**config.mk**
```make
export PLATFORM = sky130hd
export DESIGN_NAME = ccfsf_fifo
export DESIGN_NICKNAME = d
export VERILOG_FILES = /design/src/ccfsf_pkg.sv /design/src/ccfsf_fifo.sv
export SDC_FILE = /design/constraint.sdc
export NUM_CORES = 1
export LEC_CHECK = 0
export ABC_CLOCK_PERIOD_IN_PS = 8000
export BUFFER_PORTS_ARGS = -buffer_cell sky130_fd_sc_hd__buf_2
export CORE_MARGIN = 5
export CORE_UTILIZATION = 50
export DETAILED_ROUTE_END_ITERATION = 16
export PLACE_DENSITY_LB_ADDON = 0.08
export RECOVER_POWER = 25
export SYNTH_ARGS = -nofsm -noshare
export SYNTH_HDL_FRONTEND = slang
export SYNTH_SLANG_ARGS = --single-unit
export TNS_END_PERCENT = 100
```
**constraint.sdc**
```tcl
create_clock -name pclk -period 8 [get_ports pclk]
set_input_delay 0.8 -clock pclk [delete_from_list [all_inputs] [get_ports pclk]]
set_output_delay 0.8 -clock pclk [all_outputs]
set_load 0.02 [all_outputs]
```
**src/ccfsf_pkg.sv**
```systemverilog
// ccfsf_pkg: shared constants and carrier types of the fifo status block
// assumes: a 32-bit apb slave, register words at aligned byte offsets
package ccfsf_pkg;

	// ****************************************************************
	// register map
	// ****************************************************************
	localparam logic [7:0] OFF_CTRL = 8'h00;
	localparam logic [7:0] OFF_PF_ASSERT = 8'h04;
	localparam logic [7:0] OFF_PF_NEGATE = 8'h08;
	localparam logic [7:0] OFF_PE_ASSERT = 8'h0C;
	localparam logic [7:0] OFF_PE_NEGATE = 8'h10;
	localparam logic [7:0] OFF_STATUS = 8'h14;

	// ****************************************************************
	// widths and reset values
	// ****************************************************************
	localparam int TH_W = 16;
	localparam logic [15:0] PF_ASSERT_RST = 16'h000C;
	localparam logic [15:0] PF_NEGATE_RST = 16'h000B;
	localparam logic [15:0] PE_ASSERT_RST = 16'h0004;
	localparam logic [15:0] PE_NEGATE_RST = 16'h0005;
	localparam logic [3:0] CTRL_RST = 4'h0;
	localparam logic [4:0] FLAGS_RST = 5'h12;

	// ****************************************************************
	// carrier types
	// ****************************************************************
	// control word, low bits of the ctrl register
	typedef struct packed {
		logic ecc_en;
		logic pe_split;
		logic pf_split;
		logic soft_rst;
	} ccfsf_ctrl_t;

	// fifo level flags
	typedef struct packed {
		logic prog_empty;
		logic prog_full;
		logic almost_empty;
		logic empty;
		logic full;
	} ccfsf_flags_t;

	// status register layout, 32 bits
	typedef struct packed {
		logic [15:0] count;
		logic [7:0] rsvd;
		logic sleep;
		logic rd_busy;
		logic wr_busy;
		ccfsf_flags_t flags;
	} ccfsf_status_t;

endpackage : ccfsf_pkg

```
**src/ccfsf_fifo.sv**
```systemverilog
// ccfsf_fifo: single-clock fifo with handshake, level flags, secded and apb control
// assumes: all user inputs come from logic on pclk, so none is synchronised;
// thresholds and ecc mode are written over apb and take effect through a fifo reset

module ccfsf_fifo #(
	parameter int DW = 8,
	parameter int DEPTH = 16
) (
	input wire logic pclk,
	input wire logic presetn,
	input wire logic ce,
	input wire logic [7:0] paddr,
	input wire logic psel,
	input wire logic penable,
	input wire logic pwrite,
	input wire logic [31:0] pwdata,
	output logic [31:0] prdata,
	output logic pready,
	output logic pslverr,
	input wire logic srst,
	input wire logic [DW-1:0] din,
	input wire logic wr_en,
	input wire logic rd_en,
	input wire logic inject_sbit,
	input wire logic inject_dbit,
	input wire logic sleep,
	output logic [DW-1:0] dout,
	output logic valid,
	output logic wr_ack,
	output logic overflow,
	output logic underflow,
	output ccfsf_pkg::ccfsf_flags_t flags,
	output logic sbiterr,
	output logic dbiterr,
	output logic wr_rst_busy,
	output logic rd_rst_busy
);

	// ****************************************************************
	// sizes and secded helpers
	// ****************************************************************
	localparam int AW = $clog2(DEPTH);
	localparam int TW = ccfsf_pkg::TH_W;

	// fewest check bits for a hamming code over d data bits
	function automatic int calc_cw(input int d);
		int c;
		c = 1;
		while ((1 << c) < d + c + 1)
		begin
			c++;
		end
		return c;
	endfunction : calc_cw

	localparam int CW = calc_cw(DW);
	localparam int MW = DW + CW + 1;

	// syndrome of data bit j: the j-th code with two or more bits set
	function automatic logic [CW-1:0] dcode(input int j);
		int n;
		int k;
		logic [CW-1:0] r;
		n = 0;
		r = '0;
		for (k = 3; k < (1 << CW); k++)
		begin
			if ($countones(k) > 1)
			begin
				if (n == j)
					r = CW'(k);
				n++;
			end
		end
		return r;
	endfunction : dcode

	// check bits: xor of the codes of every set data bit
	function automatic logic [CW-1:0] chk_of(input logic [DW-1:0] d);
		logic [CW-1:0] r;
		int j;
		r = '0;
		for (j = 0; j < DW; j++)
		begin
			if (d[j])
				r = r ^ dcode(j);
		end
		return r;
	endfunction : chk_of

	// ****************************************************************
	// state
	// ****************************************************************
	logic [MW-1:0] mem_q [DEPTH];
	logic [AW-1:0] wp_q;
	logic [AW-1:0] rp_q;
	logic [AW:0] cnt_q;
	logic [AW:0] cnt_d;
	ccfsf_pkg::ccfsf_flags_t flags_q;
	ccfsf_pkg::ccfsf_flags_t flags_d;
	ccfsf_pkg::ccfsf_ctrl_t ctrl_q;
	ccfsf_pkg::ccfsf_ctrl_t cfg_q;
	logic [TW-1:0] pf_as_r_q;
	logic [TW-1:0] pf_ng_r_q;
	logic [TW-1:0] pe_as_r_q;
	logic [TW-1:0] pe_ng_r_q;
	logic [TW-1:0] pf_as_q;
	logic [TW-1:0] pf_ng_q;
	logic [TW-1:0] pe_as_q;
	logic [TW-1:0] pe_ng_q;
	logic [DW-1:0] dout_q;
	logic valid_q;
	logic wr_ack_q;
	logic overflow_q;
	logic underflow_q;
	logic sbiterr_q;
	logic dbiterr_q;
	logic busy_q;
	logic [31:0] prdata_q;
	logic pready_q;
	logic pslverr_q;

	// ****************************************************************
	// request qualification
	// ****************************************************************
	// sleep and reset both park the fifo: no request is taken or refused
	wire fifo_rst = srst | ctrl_q.soft_rst;
	wire live = ~fifo_rst & ~sleep;
	wire wr_ok = live & wr_en & ~flags_q.full;
	wire wr_bad = live & wr_en & flags_q.full;
	wire rd_ok = live & rd_en & ~flags_q.empty;
	wire rd_bad = live & rd_en & flags_q.empty;

	// ****************************************************************
	// pointers and count
	// ****************************************************************
	wire wp_end = wp_q == AW'(DEPTH - 1);
	wire rp_end = rp_q == AW'(DEPTH - 1);
	wire [AW-1:0] wp_nx = wp_end ? '0 : wp_q + AW'(1);
	wire [AW-1:0] rp_nx = rp_end ? '0 : rp_q + AW'(1);
	wire [AW:0] cnt_up = cnt_q + (AW + 1)'(1);
	wire [AW:0] cnt_dn = cnt_q - (AW + 1)'(1);

	// simultaneous accepted read and write keep the count
	assign cnt_d = (wr_ok & ~rd_ok) ? cnt_up :
		(rd_ok & ~wr_ok) ? cnt_dn : cnt_q;

	// ****************************************************************
	// level flags
	// ****************************************************************
	wire [TW-1:0] cnt_t = TW'(cnt_d);
	wire [TW-1:0] pf_ng_eff = cfg_q.pf_split ? pf_ng_q : pf_as_q;
	wire [TW-1:0] pe_ng_eff = cfg_q.pe_split ? pe_ng_q : pe_as_q;
	wire pf_set = cnt_t >= pf_as_q;
	wire pf_clr = cnt_t < pf_ng_eff;
	wire pe_set = cnt_t <= pe_as_q;
	wire pe_clr = cnt_t > pe_ng_eff;

	// hysteresis: between the two levels a flag holds its value
	assign flags_d.full = cnt_d == (AW + 1)'(DEPTH);
	assign flags_d.empty = cnt_d == '0;
	assign flags_d.almost_empty = cnt_d == (AW + 1)'(1);
	assign flags_d.prog_full = pf_set | (~pf_clr & flags_q.prog_full);
	assign flags_d.prog_empty = pe_set | (~pe_clr & flags_q.prog_empty);

	// ****************************************************************
	// secded encode with error injection
	// ****************************************************************
	// check bits cover clean data, so a flipped data bit shows as an error
	wire [CW-1:0] wr_chk = chk_of(din);
	wire wr_par = ^{wr_chk, din};
	wire inj_one = cfg_q.ecc_en & inject_sbit & ~inject_dbit;
	wire inj_two = cfg_q.ecc_en & inject_dbit;
	wire [DW-1:0] inj_mask = {{(DW - 2){1'b0}}, inj_two, inj_one | inj_two};
	wire [MW-1:0] wr_word = {wr_par, wr_chk, din ^ inj_mask};

	// ****************************************************************
	// secded decode of the word at the read pointer
	// ****************************************************************
	wire [MW-1:0] rd_word = mem_q[rp_q];
	wire [DW-1:0] rd_raw = rd_word[DW-1:0];
	wire [CW-1:0] syn = rd_word[DW +: CW] ^ chk_of(rd_raw);
	wire par_bad = ^rd_word;
	wire sb_hit = cfg_q.ecc_en & par_bad;
	wire db_hit = cfg_q.ecc_en & ~par_bad & (syn != '0);
	wire [DW-1:0] fix_bits;

	// one flip per data bit whose code matches the syndrome
	for (genvar j = 0; j < DW; j++)
	begin : g_fix
		assign fix_bits[j] = sb_hit & (syn == dcode(j));
	end

	wire [DW-1:0] rd_data = rd_raw ^ fix_bits;

	// ****************************************************************
	// apb decode
	// ****************************************************************
	wire apb_acc = psel & penable;
	wire apb_done = apb_acc & pready_q;
	wire apb_wr = apb_done & pwrite;
	wire sel_ctrl = paddr == ccfsf_pkg::OFF_CTRL;
	wire sel_pfa = paddr == ccfsf_pkg::OFF_PF_ASSERT;
	wire sel_pfn = paddr == ccfsf_pkg::OFF_PF_NEGATE;
	wire sel_pea = paddr == ccfsf_pkg::OFF_PE_ASSERT;
	wire sel_pen = paddr == ccfsf_pkg::OFF_PE_NEGATE;
	wire sel_st = paddr == ccfsf_pkg::OFF_STATUS;
	wire sel_hit = sel_ctrl | sel_pfa | sel_pfn | sel_pea | sel_pen | sel_st;
	ccfsf_pkg::ccfsf_status_t st_word;

	// status snapshot of the block's own state
	assign st_word.count = TW'(cnt_q);
	assign st_word.rsvd = 8'h00;
	assign st_word.sleep = sleep;
	assign st_word.rd_busy = busy_q;
	assign st_word.wr_busy = busy_q;
	assign st_word.flags = flags_q;

	// read mux; unmapped addresses read as zero
	wire [31:0] rd_mux = sel_ctrl ? {28'h0000000, ctrl_q} :
		sel_pfa ? {16'h0000, pf_as_r_q} :
		sel_pfn ? {16'h0000, pf_ng_r_q} :
		sel_pea ? {16'h0000, pe_as_r_q} :
		sel_pen ? {16'h0000, pe_ng_r_q} :
		sel_st ? st_word : 32'h00000000;

	// ****************************************************************
	// apb slave timing
	// ****************************************************************
	// one wait state: pready rises on the second access cycle
	always_ff @(posedge pclk or negedge presetn)
	begin
		if (!presetn)
		begin
			pready_q <= 1'b0;
			pslverr_q <= 1'b0;
			prdata_q <= 32'h00000000;
		end
		else if (ce)
		begin
			pready_q <= apb_acc & ~pready_q;
			pslverr_q <= apb_acc & ~pready_q & ~sel_hit;
			prdata_q <= (apb_acc & ~pready_q & ~pwrite) ? rd_mux : 32'h00000000;
		end
	end

	// ****************************************************************
	// software registers
	// ****************************************************************
	// writes land on the edge where the master sees pready high
	always_ff @(posedge pclk or negedge presetn)
	begin
		if (!presetn)
		begin
			ctrl_q <= ccfsf_pkg::CTRL_RST;
			pf_as_r_q <= ccfsf_pkg::PF_ASSERT_RST;
			pf_ng_r_q <= ccfsf_pkg::PF_NEGATE_RST;
			pe_as_r_q <= ccfsf_pkg::PE_ASSERT_RST;
			pe_ng_r_q <= ccfsf_pkg::PE_NEGATE_RST;
		end
		else if (ce && apb_wr)
		begin
			if (sel_ctrl)
				ctrl_q <= pwdata[3:0];
			if (sel_pfa)
				pf_as_r_q <= pwdata[TW-1:0];
			if (sel_pfn)
				pf_ng_r_q <= pwdata[TW-1:0];
			if (sel_pea)
				pe_as_r_q <= pwdata[TW-1:0];
			if (sel_pen)
				pe_ng_r_q <= pwdata[TW-1:0];
		end
	end

	// ****************************************************************
	// threshold and mode capture
	// ****************************************************************
	// taken only while the fifo is in reset, so flags never see a
	// threshold change in mid-flight
	always_ff @(posedge pclk or negedge presetn)
	begin
		if (!presetn)
		begin
			cfg_q <= ccfsf_pkg::CTRL_RST;
			pf_as_q <= ccfsf_pkg::PF_ASSERT_RST;
			pf_ng_q <= ccfsf_pkg::PF_NEGATE_RST;
			pe_as_q <= ccfsf_pkg::PE_ASSERT_RST;
			pe_ng_q <= ccfsf_pkg::PE_NEGATE_RST;
		end
		else if (ce && fifo_rst)
		begin
			cfg_q <= ctrl_q;
			pf_as_q <= pf_as_r_q;
			pf_ng_q <= pf_ng_r_q;
			pe_as_q <= pe_as_r_q;
			pe_ng_q <= pe_ng_r_q;
		end
	end

	// ****************************************************************
	// storage
	// ****************************************************************
	// no reset on the array; a refused write never reaches it
	always_ff @(posedge pclk)
	begin
		if (ce && wr_ok)
			mem_q[wp_q] <= wr_word;
	end

	// ****************************************************************
	// pointers, count and flags
	// ****************************************************************
	always_ff @(posedge pclk or negedge presetn)
	begin
		if (!presetn)
		begin
			wp_q <= '0;
			rp_q <= '0;
			cnt_q <= '0;
			flags_q <= ccfsf_pkg::FLAGS_RST;
		end
		else if (ce && fifo_rst)
		begin
			wp_q <= '0;
			rp_q <= '0;
			cnt_q <= '0;
			flags_q <= ccfsf_pkg::FLAGS_RST;
		end
		else if (ce && live)
		begin
			wp_q <= wr_ok ? wp_nx : wp_q;
			rp_q <= rd_ok ? rp_nx : rp_q;
			cnt_q <= cnt_d;
			flags_q <= flags_d;
		end
	end

	// ****************************************************************
	// handshake pulses and read data
	// ****************************************************************
	// ack and overflow are exclusive since full picks one of them
	always_ff @(posedge pclk or negedge presetn)
	begin
		if (!presetn)
		begin
			wr_ack_q <= 1'b0;
			overflow_q <= 1'b0;
			underflow_q <= 1'b0;
			valid_q <= 1'b0;
			sbiterr_q <= 1'b0;
			dbiterr_q <= 1'b0;
			dout_q <= '0;
		end
		else if (ce)
		begin
			wr_ack_q <= wr_ok;
			overflow_q <= wr_bad;
			underflow_q <= rd_bad;
			valid_q <= rd_ok;
			sbiterr_q <= rd_ok & sb_hit;
			dbiterr_q <= rd_ok & db_hit;
			dout_q <= rd_ok ? rd_data : dout_q;
		end
	end

	// ****************************************************************
	// reset busy
	// ****************************************************************
	// high from power-on reset and through every fifo reset
	always_ff @(posedge pclk or negedge presetn)
	begin
		if (!presetn)
			busy_q <= 1'b1;
		else if (ce)
			busy_q <= fifo_rst;
	end

	// ****************************************************************
	// outputs
	// ****************************************************************
	assign prdata = prdata_q;
	assign pready = pready_q;
	assign pslverr = pslverr_q;
	assign dout = dout_q;
	assign valid = valid_q;
	assign wr_ack = wr_ack_q;
	assign overflow = overflow_q;
	assign underflow = underflow_q;
	assign flags = flags_q;
	assign sbiterr = sbiterr_q;
	assign dbiterr = dbiterr_q;
	assign wr_rst_busy = busy_q;
	assign rd_rst_busy = busy_q;

endmodule : ccfsf_fifo

```
-- After elaboration in Yosys (flattened, before gate mapping)
Memories as Yosys holds them, arrays and structs flattened.
Cells that the tools add are included.
W data, S select, Z words.
- flip-flop bits (word level): 202
- memory bits (writable): 208
- input bits: 60
- output and inout bits: 55
- word-level logic and storage cells: 831
- memories: 1
- memories (name ; depth ; bits a word ; read ports ; clocked after Yosys merged registers in ; wr ports ; line ; text):
    mem_q ; 16 ; 13 ; 1 ; 0 ; 1 ; ccfsf_fifo.sv:94 ; logic [MW-1:0] mem_q [DEPTH];
- add/subtract/negate cells: 148
- magnitude comparators: 4
- equal/unequal tests: 157
- multiplexer cells: 375
- bitwise logic cells: 72
- reduce and logical (&&, ||, !) cells: 40
- operator list (cell ; count):
    $mux W32 ; 160
    $add A32 B2 Y32 const B ; 144
    $eq A32 B4 Y1 const B ; 80
    $eq A32 B3 Y1 const B ; 40
    $mux W4 ; 181
    $eq A32 B2 Y1 const B ; 20
    $logic_not A32 Y1 ; 20
    $mux W21 ; 7
    $xor A4 B4 Y4 ; 15
    $mux W3 ; 17
    $and A1 B1 Y1 ; 33
    $mux W16 ; 2
    $mux W5 ; 6
    $eq A4 B4 Y1 const B ; 6
    $eq A8 B4 Y1 const B ; 2
    $eq A8 B5 Y1 const B ; 2
    $ge A5 B16 Y1 ; 1
    $gt A5 B16 Y1 ; 1
    $le A5 B16 Y1 ; 1
    $lt A5 B16 Y1 ; 1
    $reduce_and A2 Y1 ; 8
    $not A1 Y1 ; 13
    $reduce_xor A13 Y1 ; 1
    $eq A4 B3 Y1 const B ; 3
    17 further kinds ; 32

-- Depth between registers and ports, before layout
Gate-level depths: netlist (run 1).
An unclocked memory read counts as a cell.
- depth after elaboration: 41
- gate-level depth with buffers: 16
- gate-level depth less buffers: 15

-- Worst setup path after synthesis (run 1)
No wires, ideal clock.
- path type: reg2reg
- from: register rp_q[0]
- to: register dout_q[7] (netlist: dout[7])
- library setup time: 0.128 ns
- arrival time: 3.226 ns
- data required time: 7.872 ns
- path slack: 4.646 ns
- cell stages (with the launch flop): 11
- buffers on the path: 1
- clock period less this slack: 3.354 ns
- cells stage by stage: dfrtp_1 > buf_6 > mux4_1 > mux4_2 > xor2_1 > xnor3_2 > xnor3_2 > nand3b_4 > nor3b_2 > xnor2_1 > o21ai_1
- cells in the longest elaborated chain, start to end: 20
- elaborated cells between the ends (all ways): 22
- those cells by class: 1 x eq/ne; 8 x mux; 11 x bitwise; 1 x reduce/logical; 1 x memory
- ends and longest elaborated chain (what ; line ; text):
    start: declaration ; ccfsf_fifo.sv:96 ; logic [AW-1:0] rp_q;
    start signal: assignment ; ccfsf_fifo.sv:333 ; rp_q <= rd_ok ? rp_nx : rp_q;
    $mem_v2 Z16 W13 (*) ; -- ;
    $mux W4 ; ccfsf_fifo.sv:85 ; if (d[j])
    $xor A4 B4 Y4 ; ccfsf_fifo.sv:86 ; r = r ^ dcode(j);
    $mux W4 ; ccfsf_fifo.sv:85 ;
    $xor A4 B4 Y4 ; ccfsf_fifo.sv:86 ;
    $mux W4 ; ccfsf_fifo.sv:85 ;
    $xor A4 B4 Y4 ; ccfsf_fifo.sv:86 ;
    $mux W4 ; ccfsf_fifo.sv:85 ;
    (+4 left out) ; -- ;
    $xor A4 B4 Y4 ; ccfsf_fifo.sv:86 ;
    $mux W4 ; ccfsf_fifo.sv:85 ;
    $xor A4 B4 Y4 ; ccfsf_fifo.sv:86 ;
    $mux W4 ; ccfsf_fifo.sv:85 ;
    $xor A4 B4 Y4 ; ccfsf_fifo.sv:182 ; wire [CW-1:0] syn = rd_word[DW +: CW] ^ chk_of(rd_raw);
    $eq A4 B4 Y1 ; ccfsf_fifo.sv:191 ; assign fix_bits[j] = sb_hit & (syn == dcode(j));
    $and A1 B1 Y1 ; ccfsf_fifo.sv:191 ;
    $xor A8 B8 Y8 (*) ; ccfsf_fifo.sv:194 ; wire [DW-1:0] rd_data = rd_raw ^ fix_bits;
    end signal: assignment ; ccfsf_fifo.sv:363 ; dout_q <= rd_ok ? rd_data : dout_q;
    end: declaration ; ccfsf_fifo.sv:111 ; logic [DW-1:0] dout_q;
Every way passes the cells marked *; elsewhere a longest branch is shown, timed or not.
A chain may end at the register's enable or synchronous reset.

-- Worst setup path in the final report (run 1)
Same ends and word-level chain as after synthesis.

==> results of run 1 <==
[cells in the mapped netlist (all sizes together), types with 3 or more instances]
cell	number	area [µm²]
a21oi	20	100
dfrtp	172	4300
and2	4	25.0
mux2	82	923
mux2i	9	90.1
a22oi	28	210
mux4	56	1300
a221oi	11	96.3
nor4	13	81.3
o31ai	5	37.5
nor2	47	176
a21o	4	30.0
edfxtp	208	6250
o21ai	37	185
a22o	7	61.3
o21a	4	30.0
nor2b	7	43.8
clkbuf	44	165
ha	26	325
a31oi	3	18.8
nand2b	10	62.6
dfstp	19	499
nand3	17	85.1
inv	20	75.1
xor2	10	87.6
nor3	16	95.1
xnor2	30	263
nand2	236	886
xnor3	6	138
or2	3	18.8
o2bb2ai	17	149
buf	28	185
nand4	5	31.3
[registers in the layout (all words and copies together), names as in the netlist, 3 cells and up]
| register | cells |
|---|---|
| mem_q | 208 |
| prdata | 21 |
| pe_as_q | 16 |
| pe_as_r_q | 16 |
| pe_ng_q | 16 |
| pe_ng_r_q | 16 |
| pf_as_q | 16 |
| pf_as_r_q | 16 |
| pf_ng_q | 16 |
| pf_ng_r_q | 16 |
| dout | 8 |
| cnt_q | 5 |
| flags | 5 |
| ctrl_q | 4 |
| rp_q | 4 |
| wp_q | 4 |
| cfg_q | 3 |
[power breakdown]
part | switching, µW | total (µW) | internal, µW
Combinational | 217 | 329 | 111
Sequential | 26.6 | 2250 | 2230
Clock | 784 | 1910 | 1130
Total | 1030 | 4500 | 3470
[cell families after synthesis]
kind of cell,count (synthesis)
AOI/OAI and AO/OA,148
xor gates and xnor gates,47
adders and majority gates,26
buffers and inverters,92
DFF,399
muxes,147
other,1
and+or+nand+nor,369
[final timing paths]
| kind | start | end | slack (ps) | cells past startpoint |
|---|---|---|---|---|
| worst max register to register | rp_q[0]$_DFFE_PN0P_ | dout[7]$_DFFE_PN0P_ | 3720 | 10 |
| worst min register to register | pf_ng_r_q[1]$_DFFE_PN1P_ | pf_ng_q[1]$_DFFE_PN1P_ | 460 | 2 |
| max in group asynchronous | presetn | pe_ng_q[9]$_DFFE_PN0P_ | 4720 | 3 |
| worst max-delay path | rp_q[0]$_DFFE_PN0P_ | dout[7]$_DFFE_PN0P_ | 3720 | 10 |
| min in group pclk | pf_ng_r_q[1]$_DFFE_PN1P_ | pf_ng_q[1]$_DFFE_PN1P_ | 460 | 2 |
| worst min-delay path | presetn | dout[7]$_DFFE_PN0P_ | 350 | 1 |
[routing by layer]
| layer | vias to the layer above | part of all wire, % | global-route usage, % |
|---|---|---|---|
| li1 | 4719 | - | - |
| met1 | 5261 | 47 | 32.4 |
| met2 | 245 | 46 | 31.8 |
| met3 | 48 | 5.3 | 3.66 |
| met4 | 0 | 1.5 | 4.32 |
| met5 | - | 0 | 0 |
[layout make-up]
cell class / instances / area (µm²) / area share, %
Clock buffer: 51 / 1130 / 5.75
Clock inverter: 26 / 229 / 1.17
Inverter: 20 / 75.1 / 0.383
Multi-Input combinational cell: 748 / 5860 / 29.9
Sequential cell: 399 / 11100 / 56.5
Tap cell: 455 / 569 / 2.91
Timing Repair Buffer: 118 / 664 / 3.39
[per-stage QoR]
| stage | power, µW | std cells |
|---|---|---|
| 6_report | 4500 | 1817 |
| 5_1_grt | 4660 | 1817 |
| 4_1_cts | 4540 | 1817 |
| 3_5_place_dp | 2630 | 1740 |
| 3_3_place_gp | 2620 | 1740 |
| 2_1_floorplan | 2500 | 1239 |
==> summary by stage, run 1 <==
STA
The smallest clock period supported by the final layout is computed as about 4300 ps. After layout, the worst setup slack is around 3700 ps. The share of the clock period used by the worst path is roughly 54%. The number of max-slew violations in the final report is 40. The worst clock skew is between 10 and 15 ps.

For the pin with the worst max-slew slack, the measured transition is between 2000 and 2500 ps. Timing would allow up to approximately 230 MHz. The final-layout worst hold slack is around 350 ps. The count of final hold-check violations came to 0. The sum of negative setup slack is 0 ps. Setup repair after global routing left no endpoint under its margin. In this run the tightest slew margin relative to its limit is -43.6%. The setup-violating endpoint count in the final report is 0.

Synth
By area, the combinational part of the netlist is dominated by multiplexers. The cell area after synthesis is approximately 0.017 mm². The parity-gate share of the synthesized area counting xor and xnor cells is roughly 3%.

The most used flip-flop cell after synthesis is sky130_fd_sc_hd__edfxtp_1. The mux contribution to synthesized area is between 10% and 20%. The number of distinct library cells after synthesis is 60.

The proportion of synthesized chip area in sequential cells is between 60 and 70%. The per-instance average area after synthesis is 14.0 µm². The count of mapped cells out of synthesis is 1229.

After Yosys synthesis, and, or, nand and nor cells account for 9.30% of the synthesized area. The synthesized netlist devotes around 5.9% of its cell area to compound gates. The synthesized design contains 399 register bits. The adder-cell share of the synthesized area is around 1.9%. The synthesized design contains between 200 and 250 enable-type register cells. Yosys printed 0 warnings.

The share of flip-flops with an asynchronous set or reset after synthesis is a little under half.

Run
The number of max-cap violations is 1.

Worst setup path
The number of buffer and inverter stages on the critical path is 1. In this run the worst path has a maximum fanout of 31. The critical path endpoint category is a flop. The most prevalent standard cell on the critical path is sky130_fd_sc_hd__xnor3_2. Data on the critical path is required at its endpoint by approximately 8400 ps.

The data arrival at the endpoint of the critical path is ~4700 ps. The slowest stage of the critical path is the sky130_fd_sc_hd__dfrtp_4 cell. The critical path is of the reg2reg type. The kind of cell adding the most delay to the critical path is XOR/XNOR gates.

The critical path goes through buf_4 > mux4_1 > a22oi_1 > nand2_1 > xnor3_2 > xnor3_2 > nand3b_4 > nor3b_2 > xnor2_1 > o21ai_1. On the worst path, the slowest cell contributes a delay of roughly 830 ps. The type of element launching the critical path is a flop.

Clock network
The count of hold buffers inserted by post-cts repair is 0. After clock tree synthesis, the clock-pin slew on the worst setup and hold paths is 60 ps. The buffer type at the clock tree root is sky130_fd_sc_hd__clkbuf_16. TritonCTS built the clock tree. The number of buffers created by CTS is 42. The number of cells upsized or downsized after cts is 0. The H-tree depth is 2. CTS saw 399 sinks.

The largest buffer count on any clock path is 3. At the later pin of the worst-skew pair, clock insertion delay measures approximately 540 ps. The count of buffers added by post-CTS timing repair for setup is 0.

Global route
Global routing used about a fifth of the available tracks across all layers. The via count of the first global-routing pass is roughly 10000. The number of antenna violations at the first check in global routing is 0. The global-route wire length before repair is around 63000 µm.

The total overflow left after global routing is 0. The pin count of the biggest net entering global routing is just over 100.

Route
The first detailed-routing pass ran for 5 iterations. The mean number of vias per cell is about 5.7. The remaining number of nets flagged by the antenna check after routing is 0. Summed over all layers, the routed wires come to just under 40000 µm. For this block, the via count after detailed routing is 10300. After detailed routing, the average wire length per cell comes to 21.8 µm. After detailed routing, the number of remaining DRC violations is 0. The iteration-0 DRC count of the detailed router is between 600 and 700.

Pwr
The worst-case IR drop observed on VDD is about 160 µV. Summed over all cells, the static leakage comes to between 0.008 and 0.009 µW. For this design the ratio of total power to cell area is 230 mW/mm².

Cells and area
After filler insertion, the fill cell instance count of the layout stands at 2822. The library cells used most frequently in the layout, excluding fill and tap cells, are sky130_fd_sc_hd__nand2_1, sky130_fd_sc_hd__edfxtp_1, sky130_fd_sc_hd__dfrtp_1, sky130_fd_sc_hd__mux2_2, sky130_fd_sc_hd__buf_2. The final core utilization is 57.1%. The final cell area excluding filler cells is 0.0196 mm². The post-route netlist has between 20% and 30% of its cells at a drive strength greater than 1. The most frequent standard cell in the layout excluding fill and tap cells is sky130_fd_sc_hd__nand2_1. The area overhead of the layout relative to synthesis is 13.5%.

After the last flow step, the layout net total stands at ~1400. The number of antenna diodes in the final layout is 0.

Die
The number of core rows is slightly below 70. The standard cell core area is 0.0343 mm². The effective utilization at floorplan is 50.3%. The vertical extent of the die is 196 µm.

The floorplan die width is roughly 200 µm. The die area is ~0.038 mm². The count of pins on the block boundary is 115.

Place
The final weighted congestion in routability-driven placement is about 0.78. The count of buffers from port buffering is 87. The worst setup slack after placement is roughly 3600 ps. The detailed placement HPWL is between 20000 and 30000 µm. Once placement finished, the instance area stood at approximately 0.018 mm².

Min path
The worst hold path belongs to the class in2async.

Run status
The flow ran to the end, but the final reports show violations. The final reports fail on max-capacitance violations, max-slew violations.
(Power assumes the default switching activity.)
==> inputs of run 2 (changes only) <==
ABC_CLOCK_PERIOD_IN_PS = 4300   (was 8000)
clock period = 4.3 ns   (was 8 ns; I/O delays follow)
==> run 2 against run 1 <==
The flow still finishes with violations (max-capacitance violations, max-slew violations). Sequential share of layout area down 0.19 points. Core utilization up 0.20 points. Flip-flop and latch count unchanged. Highest routed layer unchanged. Worst hold slack worse by 170 ps. Largest power group unchanged. Sequential power up 86%. Critical path type unchanged. Wire length down 0.79%. Non-clock buffer count up 16. Final cell count up 0.83%. Combinational power up 89%. Global-route usage down 0.25 points. Die area unchanged. Critical path depth down 1.
==> summary by stage, run 2 (same netlist as run 1, synthesis figures left out) <==
Worst setup path
The slowest cell on the critical path is sky130_fd_sc_hd__dfrtp_4. The critical path endpoint category is a flop. STA classifies the critical path startpoint as a flop. In this design, the largest share of critical-path delay is due to multiplexers.

The endpoint identified for the worst register-to-register timing path is dout[7]$_DFFE_PN0P_. The worst-path maximum fanout is 21 (-32%). The data arrival at the endpoint of the critical path is 4170 ps (-510 ps). The critical path goes through buf_4 > mux4_2 > mux4_2 > xnor2_1 > xnor3_2 > nand3b_4 > nor3b_2 > xnor2_1 > o21ai_1.

The depth of the critical timing path with buffers and inverters included came to 9 (-1). The data required time of the critical path came to 4680 ps (-3720 ps). The worst reg-to-reg setup slack is 510 ps (-3210 ps). The type of the worst setup path is reg2reg. The last element of the critical path is dout[7]$_DFFE_PN0P_.

The depth of the worst register-to-register path is 9 (-1). The worst register-to-register path begins at rp_q[0]$_DFFE_PN0P_. The number of buffer and inverter stages on the critical path was 1 (unchanged). The critical path starts at rp_q[0]$_DFFE_PN0P_. The critical path's largest stage delay is 650 ps (-180 ps).

Route
The overall routed net length is 39300 µm (-0.79%). The DRC violation count after routing was 0 (unchanged). The mean routed wirelength per cell is 21.5 µm (-1.6%). The total via count after detailed routing is 10300 (-0.21%). The remaining number of nets flagged by the antenna check after routing is 0 (unchanged). The mean number of vias per cell is 5.60 (-1.0%). The first-pass iteration count of the detailed router is 5 (unchanged).

The iteration-0 DRC count of the detailed router was 878 (+35%).

Global route
The number of antenna violations at the first check in global routing is 0 (unchanged). The pin count of the biggest net entering global routing is 118 (+16%). The total congestion overflow after global routing is 0 (unchanged). The overall fraction of global-route tracks in use was 20.7% (-0.25 points). The via count of the first global-routing pass came to 10300 (-1.1%). The global-route wire length before repair is 62200 µm (-1.0%).

Die
The standard cell core area is 0.0343 mm² (unchanged). The floorplan die width was 196 µm (unchanged). The die area is 0.0383 mm² (unchanged).

The count of pins on the block boundary came to 115 (unchanged). The number of core rows is 68 (unchanged). The effective utilization at floorplan is 50.3% (unchanged). The vertical extent of the die is 196 µm (unchanged).

Cells and area
The area taken by flip-flops and latches is 0.0111 mm² (unchanged). The count of inserted antenna diode cells is 0 (unchanged). The total area of multi-input combinational cells is 0.00586 mm² (unchanged). The top cell types in the final layout, fill and taps aside, are sky130_fd_sc_hd__nand2_1, sky130_fd_sc_hd__edfxtp_1, sky130_fd_sc_hd__dfrtp_1, sky130_fd_sc_hd__mux2_2, sky130_fd_sc_hd__buf_2. The largest register by flop count is mem_q. The area overhead of the layout relative to synthesis is 13.9%. The flip-flop count of the largest register after layout is 208 (unchanged). The number of nets in the layout is 1431 (+1.1%). The fraction of layout cells with a size suffix above 1 is 25.5% (+0.23 points). The final core utilization is 57.3% (+0.20 points). Leaving out fill and tap cells, the most frequent cell in the layout is sky130_fd_sc_hd__nand2_1. The number of filler cells placed in the layout is 2827 (+0.18%).

Run status
The flow ran to the end, but the final reports show violations. The checks that failed: max-capacitance violations, max-slew violations.

Clock network
The number of cells upsized or downsized after cts is 0 (unchanged). The count of buffers added by post-CTS timing repair for setup was 0 (unchanged). The worst-skew pair later-pin latency is 520 ps (-20 ps). The clock-pin slew of the registers on the worst-case setup and hold paths is 60 ps (about the same). The clock tree from TritonCTS is done. The count of hold buffers inserted by post-cts repair came to 0 (unchanged).

The number of buffers created by CTS is 42 (unchanged). The buffer type at the clock tree root is sky130_fd_sc_hd__clkbuf_16. The clock sink total is 399 (unchanged).

The largest buffer count on any clock path is 3 (unchanged). The H-tree depth was 2 (unchanged).

STA
Setup repair after global routing left no endpoint under its margin. The count of final hold-check violations was 0 (unchanged). The setup-violating endpoint count in the final report is 0 (unchanged).

The setup slack of the critical path after layout is 513 ps (-3210 ps). The number of max-slew violations in the final report came to 117 (+190%). The max-slew headroom at the worst pin is -99.3% (-56 points).

The post-route minimum period is 3790 ps (-493 ps). The worst clock skew is 12.9 ps (+1.67 ps). The transition time of the tightest slew-check pin is 2990 ps (+835 ps). The fmax is 264 MHz (+13%).

The share of the clock period used by the worst path is 88.1% (+35 points). The sum of negative setup slack is 0 ps (unchanged).

Pwr
The reported leakage power was 0.00807 µW (+0.54%). The power per cell area is 417 mW/mm² (+82%). The maximum vdd ir drop came to 276 µV (+77%).

Min path
The class of the tightest hold or removal check is in2reg.

Place
The worst setup slack after placement was 522 ps (-3120 ps). The final weighted congestion in routability-driven placement was 0.814 (+4.3%). The detailed placement HPWL is 26100 µm (+0.50%). The count of buffers from port buffering is 87 (unchanged).

Run
The number of max-cap violations is 1 (unchanged).
## run 2: per-layer routing
metal	track usage [%]	part of all wire, %	vias to the layer above
li1	-	-	4738
met3	2.87	4.5	45
met4	4.55	1.7	0
met5	0	0	-
met1	31.9	47	5237
met2	31.9	46	231
## run 2: how the worst min path moves through the flow
stage | startpoint | slack [ps] | endpoint | cells past startpoint
2_1_floorplan | presetn | 130 | cfg_q[1]$_DFFE_PN0P_ | 0
6_report | pwdata[2] | 180 | pe_as_r_q[2]$_DFFE_PN1P_ | 3
5_1_grt | pwdata[15] | 180 | pf_ng_r_q[15]$_DFFE_PN0P_ | 2
3_3_place_gp | pf_ng_q[0]$_DFFE_PN1P_ | 450 | pf_ng_q[0]$_DFFE_PN1P_ | 2
4_1_cts | presetn | 90 | dout[6]$_DFFE_PN0P_ | 1
3_5_place_dp | pf_ng_q[1]$_DFFE_PN1P_ | 450 | pf_ng_q[1]$_DFFE_PN1P_ | 2
## run 2: cell type report
| class | count | share of cell area, % |
|---|---|---|
| sequential | 399 | 56.3 |
| multi-input combinational | 748 | 29.8 |
| clock buffer | 61 | 6.02 |
| timing repair buffer | 134 | 4.09 |
| tap | 455 | 2.90 |
| clock inverter | 15 | 0.503 |
| inverter | 20 | 0.382 |
## run 2: power breakdown
part / leakage [µW] / total (µW) / internal, µW / switching, µW
logic: 0.00300 / 622 / 219 / 403
registers: 0.00444 / 4190 / 4140 / 49.6
clock network: 0.000628 / 3380 / 1970 / 1420
total: 0.00807 / 8200 / 6330 / 1870
## run 2: through the flow
stage          area (µm²)  std cells  total power [µW]  hold WS [ps]
2_1_floorplan       17300       1239              4650           134
4_1_cts             19700       1831              8280          91.1
3_5_place_dp        18400       1755              4900           451
3_3_place_gp        18400       1755              4890           449
6_report            19700       1832              8200           179
5_1_grt             19700       1832              8510           177
## run 2: worst register-to-register path: stages, from the launching register on
cell                       delay, ps
sky130_fd_sc_hd__dfrtp_4         650
sky130_fd_sc_hd__buf_4           350
sky130_fd_sc_hd__mux4_2          550
sky130_fd_sc_hd__mux4_2          570
sky130_fd_sc_hd__xnor2_1         390
sky130_fd_sc_hd__xnor3_2         490
sky130_fd_sc_hd__nand3b_4        220
sky130_fd_sc_hd__nor3b_2         220
sky130_fd_sc_hd__xnor2_1         150
sky130_fd_sc_hd__o21ai_1          70
==> inputs of run 3 (changes only) <==
CORE_UTILIZATION = 60   (was 50)
==> run 3 against run 2 <==
The run still ends with max-capacitance violations, max-slew violations left. Flip-flop and latch count stayed put. Clock power is 1% lower. Clock skew hardly changed. Core utilization is 11 points higher. Highest routed layer unchanged.
==> summary by stage, run 3 (same netlist as run 1, synthesis figures left out) <==
Run status
The flow ran to the end, but the final reports show violations. The final reports fail on max-capacitance violations, max-slew violations.

STA
Setup repair after global routing left no endpoint under its margin. The number of max-slew violations in the final report was 126 (+7.7%). The setup-violating endpoint count in the final report is 0 (unchanged). The sum of negative setup slack is 0 ps (unchanged). The post-route minimum period is 3750 ps (-36.4 ps). The transition time of the tightest slew-check pin is 3040 ps (+48.6 ps). The max-slew headroom at the worst pin is -103% (-3.2 points). The fmax came to 267 MHz (+0.97%). The worst clock skew came to 12.4 ps (-0.493 ps). The count of final hold-check violations is 0 (unchanged). The share of the clock period used by the worst path is 87.2% (-0.85 points).

Pwr
The power per cell area is 417 mW/mm² (about the same). The maximum vdd ir drop is 337 µV (+22%). The reported leakage power is 0.00802 µW (-0.70%).

Die
The count of pins on the block boundary is 115 (unchanged). The floorplan die width is 180 µm (-8.3%). The number of core rows was 62 (-8.8%). The vertical extent of the die was 180 µm (-8.3%). The effective utilization at floorplan is 60.4% (+10 points). The die area came to 0.0322 mm² (-16%). The standard cell core area is 0.0285 mm² (-17%).

Clock network
The H-tree depth was 2 (unchanged). The number of cells upsized or downsized after cts is 0 (unchanged). The clock-pin slew of the registers on the worst-case setup and hold paths is 60 ps (about the same).

The clock tree from TritonCTS is done. The number of buffers created by CTS was 41 (-2.4%). The count of hold buffers inserted by post-cts repair is 0 (unchanged). The clock sink total is 399 (unchanged). The worst-skew pair later-pin latency is 530 ps (about the same). The largest buffer count on any clock path is 3 (unchanged). The count of buffers added by post-CTS timing repair for setup is 0 (unchanged).

The buffer type at the clock tree root is sky130_fd_sc_hd__clkbuf_16.

Worst setup path
For this design, the slowest cell found on the critical path is sky130_fd_sc_hd__dfrtp_4. The worst setup path is captured at a flop. The worst-path maximum fanout is 19 (-9.5%). The number of buffer and inverter stages on the critical path was 2 (+1).

The type of element launching the critical path is a flop. The data required time of the critical path was 4690 ps (about the same). The worst setup path is of the reg2reg kind. The kind of cell adding the most delay to the critical path is XOR/XNOR gates. The signal on the critical path passes through buf_4 > buf_4 > mux4_2 > a22oi_1 > nand2_1 > xnor2_1 > xnor3_1 > nand3b_4 > nor3b_2 > xnor2_1 > o21ai_1. The data arrival at the endpoint of the critical path is 4140 ps (-30 ps). The critical path's largest stage delay is 640 ps (about the same).

Route
The total via count after detailed routing is 10500 (+2.3%). The iteration-0 DRC count of the detailed router is 843 (-4.0%). The DRC violation count after routing was 0 (unchanged). The remaining number of nets flagged by the antenna check after routing is 0 (unchanged). The overall routed net length is 38700 µm (-1.7%).

The mean routed wirelength per cell is 22.0 µm (+2.7%). The first-pass iteration count of the detailed router is 5 (unchanged). The mean number of vias per cell is 5.98 (+6.9%).

Cells and area
The count of inserted antenna diode cells came to 0 (unchanged). From synthesis to final layout, the design area changed by 13.0%. The number of nets in the layout is 1424 (-0.49%).

The fraction of layout cells with a size suffix above 1 is 25.3% (-0.16 points). The most frequent standard cell in the layout excluding fill and tap cells is sky130_fd_sc_hd__nand2_1. The final core utilization is 68.3% (+11 points). mem_q holds more flip-flops than any other register. The flip-flop count of the largest register after layout is 208 (unchanged).

In the layout the commonest cells are sky130_fd_sc_hd__nand2_1, sky130_fd_sc_hd__edfxtp_1, sky130_fd_sc_hd__dfrtp_1, sky130_fd_sc_hd__mux2_2, sky130_fd_sc_hd__buf_2.

Global route
The total congestion overflow after global routing is 0 (unchanged). The global-route wire length before repair was 61700 µm (-0.81%). The number of antenna violations at the first check in global routing came to 0 (unchanged). The via count of the first global-routing pass is 10800 (+4.4%). The pin count of the biggest net entering global routing is 126 (+6.8%). The overall fraction of global-route tracks in use is 24.2% (+3.5 points).

Place
The final weighted congestion in routability-driven placement is 0.844 (+3.6%). The count of buffers from port buffering is 87 (unchanged). The detailed placement HPWL is 25000 µm (-4.1%).

Min path
The tightest min-delay check is of the in2reg type.

Run
The number of max-cap violations came to 1 (unchanged).
[run 3: cell count changes in the layout (fill, tap and decap cells not counted), sizes merged]
cell / before / now
buf: 126 / 120
clkinv: 13 / 15
clkbuf: 69 / 62
clkinvlp: 0 / 4
[run 3: worst reg2reg max path: cells and delay by family (launching register included)]
kind            cells  cell delay [ps]
flops               1              640
buf+inv             2              670
xor+xnor            3              920
mux                 1              550
compound gates      2              290
simple gates        3              540
[run 3: final cells by class]
| class | count | area [µm²] |
|---|---|---|
| Inverter | 20 | 75.1 |
| Clock buffer | 54 | 1120 |
| Fill cell | 2114 | 9060 |
| Timing Repair Buffer | 128 | 759 |
| Clock inverter | 21 | 139 |
| Sequential cell | 399 | 11100 |
| Multi-Input combinational cell | 748 | 5860 |
| Tap cell | 384 | 480 |
[run 3: power breakdown]
part	internal, µW	switching, µW
logic	215	395
clock network	1900	1430
registers	4140	39.8
[run 3: layer usage]
layer | vias up | routed length, µm | track usage [%]
met3 | 55 | 2440 | 4.22
met1 | 5347 | 17700 | 37.1
li1 | 4734 | - | -
met4 | 0 | 621 | 5.58
met2 | 351 | 18000 | 37.3
met5 | - | 0 | 0
[run 3: metrics by stage]
| stage | worst slack [ps] | hold WS [ps] | power (µW) | instance area (µm²) | cells |
|---|---|---|---|---|---|
| global placement | 535 | 446 | 4860 | 18300 | 1679 |
| floorplan | 946 | 134 | 4650 | 17300 | 1239 |
| detailed placement | 517 | 448 | 4870 | 18300 | 1679 |
| CTS | 487 | 67.7 | 8190 | 19500 | 1754 |
| global route | 222 | 170 | 8420 | 19500 | 1754 |
| finish | 549 | 167 | 8120 | 19500 | 1754 |
[run 3: worst paths after layout]
kind                       depth (start not counted)                  endpoint              startpoint  slack [ps]
max                                               11       dout[7]$_DFFE_PN0P_     rp_q[0]$_DFFE_PN0P_         550
min                                                2  pe_ng_r_q[4]$_DFFE_PN0P_               pwdata[4]         170
max reg2reg                                       11       dout[7]$_DFFE_PN0P_     rp_q[0]$_DFFE_PN0P_         550
min reg2reg                                        2    pe_ng_q[0]$_DFFE_PN1P_  pe_ng_q[0]$_DFFE_PN1P_         460
max in group asynchronous                          1       rp_q[0]$_DFFE_PN0P_                 presetn        1300
min in group asynchronous                          1       dout[1]$_DFFE_PN0P_                 presetn         830
